--- src/common/adc_ctrl_pkg.sv ---
// Package holding register offsets, field positions and encodings of the result and trigger block.
package adc_ctrl_pkg;

    // ------------------------------------------------------------------
    // Register map
    // ------------------------------------------------------------------
    localparam logic [7:0] OFS_RESULT_LOW   = 8'h78;
    localparam logic [7:0] OFS_RESULT_HIGH  = 8'h79;
    localparam logic [7:0] OFS_CTRL_A       = 8'h7a;
    localparam logic [7:0] OFS_CTRL_B       = 8'h7b;
    localparam logic [7:0] OFS_CHANNEL_SEL  = 8'h7c;
    localparam logic [7:0] OFS_PIN_DISABLE  = 8'h7e;

    // ------------------------------------------------------------------
    // Field positions and reset values
    // ------------------------------------------------------------------
    localparam int         CTRL_A_ENABLE_BIT  = 7;
    localparam int         CTRL_A_AUTO_BIT    = 5;
    localparam int         CTRL_A_DONE_BIT    = 4;
    localparam int         CTRL_B_CMP_MUX_BIT = 6;
    localparam int         CHSEL_LEFT_BIT     = 5;
    localparam logic [7:0] CTRL_B_WMASK       = 8'h47;
    localparam logic [7:0] CTRL_A_WMASK       = 8'ha0;
    localparam logic [7:0] CHSEL_WMASK        = 8'h3f;
    localparam logic [7:0] RESET_BYTE         = 8'h00;
    localparam logic [9:0] RESET_RESULT       = 10'h000;
    localparam int         RESULT_W           = 10;
    localparam int         LEFT_PAD_W         = 6;
    localparam logic [4:0] DIFF_FIRST_CODE    = 5'h08;
    localparam logic [4:0] DIFF_LAST_CODE     = 5'h1d;

    // ------------------------------------------------------------------
    // Trigger source codes
    // ------------------------------------------------------------------
    typedef enum logic [2:0] {
        TRIG_FREE_RUN   = 3'h0,
        TRIG_COMPARATOR = 3'h1,
        TRIG_EXT_INT0   = 3'h2,
        TRIG_T0_CMP_A   = 3'h3,
        TRIG_T0_OVF     = 3'h4,
        TRIG_T1_CMP_B   = 3'h5,
        TRIG_T1_OVF     = 3'h6,
        TRIG_T1_CAPTURE = 3'h7
    } trig_src_t;

    // Lock state of the result pair, Gray coded.
    typedef enum logic [1:0] {
        LOCK_OPEN = 2'h0,
        LOCK_HELD = 2'h1
    } lock_state_t;

endpackage

--- src/hw/adc_result_and_trigger_ctrl.sv ---
// Result pair, alignment, auto-trigger selection, comparator mux and pin input disables.
//
// Operation
// - Result is a 16-bit read-only pair, low byte at base, high at base plus one.
// - Each finished conversion loads its result into the pair, except while the pair is locked; the code also skips the load while the converter is disabled.
// - Differential channel selection gives two's complement result, else unsigned.
// - Reading low byte locks the pair from the next cycle until high byte is read.
// - Alignment clear puts result in bits 9..0, zeros above.
// - Alignment set puts result in bits 15..6.
// - Alignment change shows on readable pair at once.
// - Mux enable with converter off routes channel mux to comparator negative input.
// - Trigger source field has no effect unless auto-trigger enable is set.
// - With auto-trigger on, each rising edge of selected trigger starts conversion.
// - Trigger comes from rising edge of selected interrupt flag, not level.
// - Switching from clear source to set source makes an edge and may start.
// - Switching to free-running code makes no trigger event.
// - Trigger codes: free run, comparator, int0, t0 cmpA, t0 ovf, t1 cmpB, ovf, capture.
// - Converter enable turns converter on; clearing it aborts a running conversion.
// - Disable bit set turns pin buffer off and pin input reads zero.
//
// Implementation choice: strobed register access.
`timescale 1ns/1ps
module adc_result_and_trigger_ctrl
    import adc_ctrl_pkg::*;
(
    // Clock and reset
    input  wire logic        core_clk_i,
    input  wire logic        rstn_i,
    // Register port
    input  wire logic [7:0]  reg_addr_i,
    input  wire logic [7:0]  reg_wdata_i,
    input  wire logic        reg_write_i,
    input  wire logic        reg_read_i,
    output logic      [7:0]  reg_rdata_o,
    // Conversion core
    input  wire logic        conv_done_i,
    input  wire logic [9:0]  conv_result_i,
    input  wire logic        conv_busy_i,
    output logic             conv_start_o,
    output logic             conv_abort_o,
    output logic             converter_enable_o,
    // Trigger flags from other peripherals
    input  wire logic [6:0]  trigger_flags_i,
    // Comparator negative input routing
    output logic             cmp_neg_from_mux_o,
    // Analog pins
    input  wire logic [7:0]  pin_raw_i,
    output logic [7:0]       pin_buffer_off_o,
    output logic [7:0]       pin_value_o
);

    // ------------------------------------------------------------------
    // State
    // ------------------------------------------------------------------
    logic [9:0]  result_ff,   nxt_result;
    logic        done_ff,     nxt_done;
    logic        enable_ff,   nxt_enable;
    logic        auto_ff,     nxt_auto;
    logic        cmp_mux_ff,  nxt_cmp_mux;
    logic [2:0]  trig_sel_ff, nxt_trig_sel;
    logic [5:0]  chsel_ff,    nxt_chsel;
    logic [7:0]  pin_off_ff,  nxt_pin_off;
    logic        trig_lvl_ff, nxt_trig_lvl;
    lock_state_t lock_ff,     nxt_lock;
    logic [7:0]  rdata_ff,    nxt_rdata;
    logic        start_ff,    nxt_start;
    logic        abort_ff,    nxt_abort;
    logic        cmp_out_ff,  nxt_cmp_out;
    logic [7:0]  pin_s1_ff, pin_s2_ff, pin_s3_ff, pin_val_ff, nxt_pin_val;

    // ------------------------------------------------------------------
    // Helpers
    // ------------------------------------------------------------------
    function automatic logic wr_hit(input logic [7:0] ofs);
        return reg_write_i && (reg_addr_i == ofs);
    endfunction

    function automatic logic rd_hit(input logic [7:0] ofs);
        return reg_read_i && (reg_addr_i == ofs);
    endfunction

    // Selected flag level; free running follows the done flag.
    function automatic logic trig_level(input logic [2:0] sel, input logic [6:0] flags,
                                        input logic done);
        logic lvl;
        lvl = done;
        if (sel != TRIG_FREE_RUN) begin
            lvl = flags[sel - 3'h1];
        end
        return lvl;
    endfunction

    // ------------------------------------------------------------------
    // Result formatting
    // ------------------------------------------------------------------
    logic        left_align;
    logic [15:0] result_pair;
    logic        is_diff;

    always_comb begin
        left_align = chsel_ff[CHSEL_LEFT_BIT];
        // the core delivers two's complement on differential codes; kept as is.
        is_diff    = (chsel_ff[4:0] >= DIFF_FIRST_CODE) && (chsel_ff[4:0] <= DIFF_LAST_CODE);
        // Formatting is combinational off the held value, so alignment acts at once.
        if (left_align) begin
            result_pair = {result_ff, {LEFT_PAD_W{1'b0}}};
        end else begin
            result_pair = {{LEFT_PAD_W{1'b0}}, result_ff};
        end
    end

    // ------------------------------------------------------------------
    // Next state
    // ------------------------------------------------------------------
    logic trig_now;
    logic trig_edge;

    always_comb begin
        nxt_result   = result_ff;
        nxt_done     = done_ff;
        nxt_enable   = enable_ff;
        nxt_auto     = auto_ff;
        nxt_cmp_mux  = cmp_mux_ff;
        nxt_trig_sel = trig_sel_ff;
        nxt_chsel    = chsel_ff;
        nxt_pin_off  = pin_off_ff;
        nxt_lock     = lock_ff;
        nxt_rdata    = RESET_BYTE;
        nxt_start    = 1'b0;
        nxt_abort    = 1'b0;
        nxt_cmp_out  = enable_ff ? 1'b0 : cmp_mux_ff;

        // Register writes.
        if (wr_hit(OFS_CTRL_A)) begin
            nxt_enable = reg_wdata_i[CTRL_A_ENABLE_BIT];
            nxt_auto   = reg_wdata_i[CTRL_A_AUTO_BIT];
            if (reg_wdata_i[CTRL_A_DONE_BIT]) begin
                nxt_done = 1'b0;
            end
            if (enable_ff && !reg_wdata_i[CTRL_A_ENABLE_BIT] && conv_busy_i) begin
                nxt_abort = 1'b1;
            end
        end
        if (wr_hit(OFS_CTRL_B)) begin
            nxt_cmp_mux  = reg_wdata_i[CTRL_B_CMP_MUX_BIT];
            nxt_trig_sel = reg_wdata_i[2:0];
        end
        if (wr_hit(OFS_CHANNEL_SEL)) begin
            nxt_chsel = reg_wdata_i[5:0];
        end
        if (wr_hit(OFS_PIN_DISABLE)) begin
            nxt_pin_off = reg_wdata_i;
        end

        // Lock protocol: low read closes, high read opens.
        if (rd_hit(OFS_RESULT_LOW)) begin
            nxt_lock = LOCK_HELD;
        end
        if (rd_hit(OFS_RESULT_HIGH)) begin
            nxt_lock = LOCK_OPEN;
        end

        // Completion: with the converter enabled the flag sets and wins over a clear.
        if (conv_done_i && enable_ff) begin
            nxt_done = 1'b1;
            if (lock_ff == LOCK_OPEN) begin
                nxt_result = conv_result_i;
            end
        end

        // Trigger edge on the selected flag.
        trig_now     = trig_level(nxt_trig_sel, trigger_flags_i, nxt_done);
        trig_edge    = trig_now && !trig_lvl_ff;
        // Switching into free running must never fire, even from a low level: the edge is
        // masked and the stored level is held high so a set done flag cannot fire next cycle.
        if (nxt_trig_sel == TRIG_FREE_RUN && trig_sel_ff != TRIG_FREE_RUN) begin
            trig_now  = 1'b1;
            trig_edge = 1'b0;
        end
        nxt_trig_lvl = trig_now;
        if (auto_ff && enable_ff && trig_edge) begin
            nxt_start = 1'b1;
        end

        // Read data.
        if (reg_read_i) begin
            case (reg_addr_i)
                OFS_RESULT_LOW:  nxt_rdata = result_pair[7:0];
                OFS_RESULT_HIGH: nxt_rdata = result_pair[15:8];
                OFS_CTRL_A:      nxt_rdata = {enable_ff, conv_busy_i, auto_ff, done_ff, 4'h0};
                OFS_CTRL_B:      nxt_rdata = {1'b0, cmp_mux_ff, 3'h0, trig_sel_ff};
                OFS_CHANNEL_SEL: nxt_rdata = {2'h0, chsel_ff};
                OFS_PIN_DISABLE: nxt_rdata = pin_off_ff;
                default:         nxt_rdata = RESET_BYTE;
            endcase
        end

        // Pin input: accepted once the second and third stages agree.
        nxt_pin_val = pin_val_ff;
        for (int i = 0; i < 8; i++) begin
            if (pin_s2_ff[i] == pin_s3_ff[i]) begin
                nxt_pin_val[i] = pin_s3_ff[i];
            end
            if (pin_off_ff[i]) begin
                nxt_pin_val[i] = 1'b0;
            end
        end
    end

    // ------------------------------------------------------------------
    // Registers
    // ------------------------------------------------------------------
    always_ff @(posedge core_clk_i) begin
        if (!rstn_i) begin
            result_ff   <= RESET_RESULT;
            done_ff     <= 1'b0;
            enable_ff   <= 1'b0;
            auto_ff     <= 1'b0;
            cmp_mux_ff  <= 1'b0;
            trig_sel_ff <= TRIG_FREE_RUN;
            chsel_ff    <= 6'h00;
            pin_off_ff  <= RESET_BYTE;
            trig_lvl_ff <= 1'b0;
            lock_ff     <= LOCK_OPEN;
            rdata_ff    <= RESET_BYTE;
            start_ff    <= 1'b0;
            abort_ff    <= 1'b0;
            cmp_out_ff  <= 1'b0;
            pin_s1_ff   <= RESET_BYTE;
            pin_s2_ff   <= RESET_BYTE;
            pin_s3_ff   <= RESET_BYTE;
            pin_val_ff  <= RESET_BYTE;
        end else begin
            result_ff   <= nxt_result;
            done_ff     <= nxt_done;
            enable_ff   <= nxt_enable;
            auto_ff     <= nxt_auto;
            cmp_mux_ff  <= nxt_cmp_mux;
            trig_sel_ff <= nxt_trig_sel;
            chsel_ff    <= nxt_chsel;
            pin_off_ff  <= nxt_pin_off;
            trig_lvl_ff <= nxt_trig_lvl;
            lock_ff     <= nxt_lock;
            rdata_ff    <= nxt_rdata;
            start_ff    <= nxt_start;
            abort_ff    <= nxt_abort;
            cmp_out_ff  <= nxt_cmp_out;
            pin_s1_ff   <= pin_raw_i;
            pin_s2_ff   <= pin_s1_ff;
            pin_s3_ff   <= pin_s2_ff;
            pin_val_ff  <= nxt_pin_val;
        end
    end

    // ------------------------------------------------------------------
    // Outputs
    // ------------------------------------------------------------------
    assign reg_rdata_o        = rdata_ff;
    assign conv_start_o       = start_ff;
    assign conv_abort_o       = abort_ff;
    assign converter_enable_o = enable_ff;
    assign cmp_neg_from_mux_o = cmp_out_ff;
    assign pin_buffer_off_o   = pin_off_ff;
    assign pin_value_o        = pin_val_ff;

endmodule

--- config.mk ---
export PLATFORM = sky130hd
export DESIGN_NAME = adc_result_and_trigger_ctrl
export DESIGN_NICKNAME = d
export VERILOG_FILES = /design/src/common/adc_ctrl_pkg.sv /design/src/hw/adc_result_and_trigger_ctrl.sv
export SDC_FILE = /design/constraint.sdc
export NUM_CORES = 1
export LEC_CHECK = 0
export BUFFER_PORTS_ARGS = -buffer_cell sky130_fd_sc_hd__buf_4
export CORE_UTILIZATION = 52
export DETAILED_ROUTE_END_ITERATION = 12
export HOLD_SLACK_MARGIN = 0.12
export PLACE_DENSITY = 0.76
export SYNTH_ARGS = -nofsm -noshare
export SYNTH_HDL_FRONTEND = slang
export SYNTH_SLANG_ARGS = --single-unit
--- constraint.sdc ---
create_clock -name core_clk_i -period 3.3 [get_ports core_clk_i]
set_clock_uncertainty 0.1 [all_clocks]
set_input_delay 0.66 -clock core_clk_i [delete_from_list [all_inputs] [get_ports core_clk_i]]
set_output_delay 0.66 -clock core_clk_i [all_outputs]
set_load 0.01 [all_outputs]
Yosys cells after proc, flatten, opt, wreduce, memory -nomap -nowiden --
Index checks and enable logic that the tools add are counted.
Operators by class: bitwise operators 1, shift operators 0, $mul 0, mux-type cells 13, div/mod/pow operators 0, add/subtract/negate cells 1, equal/unequal tests 14, reductions and logical operators 32, order comparisons 1
Operators by type and width (number):
- == test 8 x 7 -> 1 bit, second input constant | 6
- case mux 8 bit (6 select lines) | 1
- OR reduction 2 bit | 10
- two-way mux 16 bit | 1
- logical AND 1 bit | 13
- two-way mux 1 bit | 9
- == test 1 bit | 8
- AND reduction 2 bit | 3
- nonzero test 3 bit | 2
- < comparator 3 x 4 -> 1 bit, second input constant | 1
- binary-select mux 1 bit (select 3 bit) | 1
- logical NOT 3 bit | 1
- two-way mux 3 bit | 1
- subtractor 3 x 1 -> 3 bit, second input constant | 1
- logical NOT 1 bit | 2
- logical NOT 2 bit | 1
- inverter 1 bit | 1
Word-level totals: bits in registers 76, logic and storage cells 87, memories 0, RAM bits 0, latch bits 0, bits of input ports 47, ROM bits 0

Depth between registers and ports, before layout --
word-level depth 11, gate-level depth with buffers 10, depth with buffers taken out 9

Worst setup path after synthesis --
OpenSTA, ideal clock, no wires.
kind input port to flip-flop, start input reg_write_i, end register start_ff, in the netlist conv_start_o, stages on the path 9, buffers on the path 1, arrival time 2.619 ns, setup slack 0.495 ns, required time 3.114 ns, cell sequence clkbuf_2 -> nand3_1 -> nor3_4 -> mux2i_1 -> ha_1 -> mux2i_1 -> mux2i_1 -> a31oi_1 -> a211oi_1
On the way: longest elaborated chain between the ends 10, elaborated cells between the ends (all ways) 16, those cells by class add/sub (1); mux (8); reduce/logical (7)
RTL lines:
- start, declared | line adc_result_and_trigger_ctrl.sv:32 | input wire logic reg_write_i,
- logical AND 1 bit | line adc_result_and_trigger_ctrl.sv:75 | return reg_write_i && (reg_addr_i == ofs);
- two-way mux 3 bit | line adc_result_and_trigger_ctrl.sv:144 | if (wr_hit(OFS_CTRL_B)) begin
- subtractor 3 x 1 -> 3 bit | line adc_result_and_trigger_ctrl.sv:88 | lvl = flags[sel - 3'h1];
- binary-select mux 1 bit (select 3 bit) | line adc_result_and_trigger_ctrl.sv:88
- two-way mux 1 bit (implied by the code) | line adc_result_and_trigger_ctrl.sv:88
- two-way mux 1 bit | line adc_result_and_trigger_ctrl.sv:87 | if (sel != TRIG_FREE_RUN) begin
- logical AND 1 bit | line adc_result_and_trigger_ctrl.sv:173 | trig_edge = trig_now && !trig_lvl_ff;
- two-way mux 1 bit (*) | line adc_result_and_trigger_ctrl.sv:176 | if (nxt_trig_sel == TRIG_FREE_RUN && trig_sel_ff != TRIG_FREE_RUN) begin
- logical AND 1 bit (*) | line adc_result_and_trigger_ctrl.sv:181 | if (auto_ff && enable_ff && trig_edge) begin
- two-way mux 1 bit (*) | line adc_result_and_trigger_ctrl.sv:181
- end signal, assigned | line adc_result_and_trigger_ctrl.sv:245 | start_ff <= nxt_start;
- end, declared | line adc_result_and_trigger_ctrl.sv:66 | logic start_ff, nxt_start;
Every way passes the cells marked *; elsewhere a longest branch is shown, timed or not. The select of a mux whose other input is x is not followed. A chain may end at the register's enable or synchronous reset.

Worst setup path in the final report --
start input reg_addr_i[1], end register start_ff, in the netlist conv_start_o
On the way: longest elaborated chain between the ends 11, elaborated cells between the ends (all ways) 18, those cells by class add/sub (1); eq/ne (2); mux (8); reduce/logical (7)
RTL lines:
- start, declared | line adc_result_and_trigger_ctrl.sv:30 | input wire logic [7:0] reg_addr_i,
- == test 8 x 7 -> 1 bit | line adc_result_and_trigger_ctrl.sv:75
- logical AND 1 bit | line adc_result_and_trigger_ctrl.sv:75
- two-way mux 3 bit | line adc_result_and_trigger_ctrl.sv:144
- subtractor 3 x 1 -> 3 bit | line adc_result_and_trigger_ctrl.sv:88
- binary-select mux 1 bit (select 3 bit) | line adc_result_and_trigger_ctrl.sv:88
- two-way mux 1 bit (implied by the code) | line adc_result_and_trigger_ctrl.sv:88
- two-way mux 1 bit | line adc_result_and_trigger_ctrl.sv:87
- logical AND 1 bit | line adc_result_and_trigger_ctrl.sv:173
- two-way mux 1 bit (*) | line adc_result_and_trigger_ctrl.sv:176
- logical AND 1 bit (*) | line adc_result_and_trigger_ctrl.sv:181
- two-way mux 1 bit (*) | line adc_result_and_trigger_ctrl.sv:181
Marks and branches as above.

==> results.txt <==
P_sw: 0.390 mW
post-route DRC violation count: 0
worst-skew pair later-pin latency: 0.35 ns
DRT Wirelength: 6.82 mm
drt first pass iters: 4
yosys warns: 0
Root Driver: clkbuf_8
CTS Sinks: 76
clock share of power: 0.433
CP Launch Point: reg_addr_i[1]
CTS tree: done
CTS Buf Count: 9
Die H: 77.8 um
number of synthesized flops with an enable pin: 0
DIE AREA: 6050 sq um
Critical Path RT: 3.45 ns
area of the multi-input gates: 1380 sq um
syn nets: 366
startpoint type of the worst setup path: input port
Syn Inst Count: 318
H-tree depth: 3
#FFs+latches synth: 76
cell taking the most area after synthesis: dfxtp_1
Antenna Cells: 0
Flop pwr share: 0.514
layout cell share with drive strength beyond 1: 0.266
FILL cells: 453
Power per Cell Area: 476 nW/um^2
wire length per cell: 14.6 um
Rel. slew slack: 0.590
Leakage Power: 1.64 nW
CORE AREA: 5510 sq um
# nets final: 439
unrepaired setup endpoints after global routing: no
Starting Density: 0.542
hold buffers post-CTS: 0
cts repair resizes: 0
ANT nets after route: 0
Syn Area/Cell: 9.38 sq um
Sw Ratio: 0.215
CTS clk-pin slew, worst paths: 0.08 ns
slowest CP cell: ha_1
maxcap violations: 0
Final Cycle Share: 0.758
Synth area leaders: dfxtp_1 (51%), mux2i_1 (9.1%), and2_1 (5.2%), nand2_1 (4.7%), nor2_1 (4.7%)
Worst Max-Slew Pin Slew: 0.613 ns
DIE WIDTH: 77.8 um
initial antenna violation count: 0
Fmax: 0.400 GHz
Cell Area, Synth: 2980 sq um
Final Hold Viols: 0
maximum vdd drop: 308 uV
top-area cell type share of the netlist area: 0.510
Combinational Power Share: 0.054
critical-path cell list: buf_4, nand3_1, nor3_4, mux2i_1, ha_1, mux2i_1, mux2i_1, a31oi_1, a211oi_1
P_int: 1.43 mW
first-pass GRT wire length: 11.2 mm
Synth top cells by count: dfxtp_1 (76), nand2_1 (37), nor2_1 (37)
port bufs: 74
CP endpoint kind: register
reg2reg start: trig_sel_ff[0]
row cnt: 27
DRT iter0 DRCs: 165
Vias/cell: 5.34
Setup Crit Path Kind: in2reg
Via Count: 2493
setup TNS: 0 ns
IO Count: 75
DP HPWL: 4.91 mm
Worst Hold Launch: pin_s1_ff[3]
CTS max path bufs: 2
Critical Path Max Stage Delay: 0.31 ns
Slew Viols, Final: 0
crit path time final: 2.50 ns
Total GRT Usage: 0.244
CP arrival: 2.66 ns
Post-CTS Setup Inserts: 0
CP most frequent cell: mux2i_1
number of global-route vias before repair: 2301
largest net degree at the start of global routing: 29
final setup fails: 0
Primary FF master, synth: dfxtp_1
Sequential Area: 1520 sq um
HP Class: reg2reg
synth-to-layout area growth: 27.9%
status: completed
gr ovfl total: 0
Seq/Total Area, Yosys: 0.510
Hold WS: 0.337 ns
crit-path max FO: 23
most frequent cell after synthesis: dfxtp_1
Netlist cell types: 39
fraction of registers with async set/reset: 0
routability cong.: 0.840
metrics by stage:
step                 util  power, mW  cells  setup slack [ns]  instance area [sq um]
detailed placement  0.653       1.05    452             0.496                   3590
floorplan               -      0.993    318             0.495                   2980
global placement    0.653       1.05    452             0.599                   3590
finish              0.693       1.82    467             0.797                   3820
global route        0.693       1.88    467             0.586                   3820
CTS                 0.693       1.83    467             0.836                   3820
metal layers:
layer  up-vias  part of all wire  GRT usage
li1       1255                 -          -
met1      1144              0.47      0.325
met2        84              0.46      0.383
met3        10             0.059     0.0447
met4         0             0.014      0.111
met5         -                 0          0
state kept, by name, indices dropped and copies added, names as in the netlist, 3 cells and up:
signal	count
result_ff	10
pin_buffer_off_o	8
pin_s1_ff	8
pin_s2_ff	8
pin_s3_ff	8
pin_value_o	8
reg_rdata_o	8
chsel_ff	6
trig_sel_ff	3
kinds of logic after synthesis:
family | count (synthesis) | share of synthesized area
adders and majority gates | 1 | 0.00419
and+or+nand+nor | 126 | 0.212
muxes | 33 | 0.117
buffers and inverters | 21 | 0.0273
DFF | 76 | 0.510
AOI/OAI and AO/OA | 61 | 0.130
final cells by class:
cell class	instances	share of cell area
Timing Repair Buffer	77	0.151
Inverter	6	0.00590
Multi-Input combinational cell	221	0.362
Clock buffer	10	0.0361
Sequential cell	76	0.399
Clock inverter	5	0.0223
Tap cell	72	0.0236
worst paths after layout:
path              cells after the start           end  slack, ns
hold reg to reg                       1  pin_s2_ff[3]       0.34
hold / removal                        1  pin_s2_ff[3]       0.34
setup / recovery                      9  conv_start_o       0.80
setup reg to reg                      6  conv_start_o       1.44
power groups by stage:
stage | logic [mW] | clock network [mW] | registers, mW
3_3_place_gp | 0.0959 | 0 | 0.954
5_1_grt | 0.105 | 0.839 | 0.935
6_report | 0.0972 | 0.786 | 0.933
3_5_place_dp | 0.0971 | 0 | 0.955
4_1_cts | 0.0972 | 0.797 | 0.933
2_1_floorplan | 0.0396 | 0 | 0.954
cells in the final DEF, fill, tap and decap left out, types with 2 or more instances in the layout:
cell type / instances
and2_1: 25
mux2_2: 5
nor3_1: 3
a31oi_1: 3
nand2_1: 37
inv_1: 5
a21oi_1: 20
o21ai_0: 12
dfxtp_1: 76
nand3_1: 9
or2_2: 2
nand4b_1: 2
bufinv_16: 2
buf_4: 77
nor2_1: 37
a22oi_1: 9
and3_1: 3
mux2i_1: 27
clkbuf_8: 10
a211oi_1: 9
critical path: cells and delay by family:
kind            cells  cell delay (ns)
compound gates      2             0.42
buf+inv             1             0.23
simple gates        2             0.38
mux                 3             0.66
fa+ha+maj           1             0.31
(Power assumes the default switching activity.)
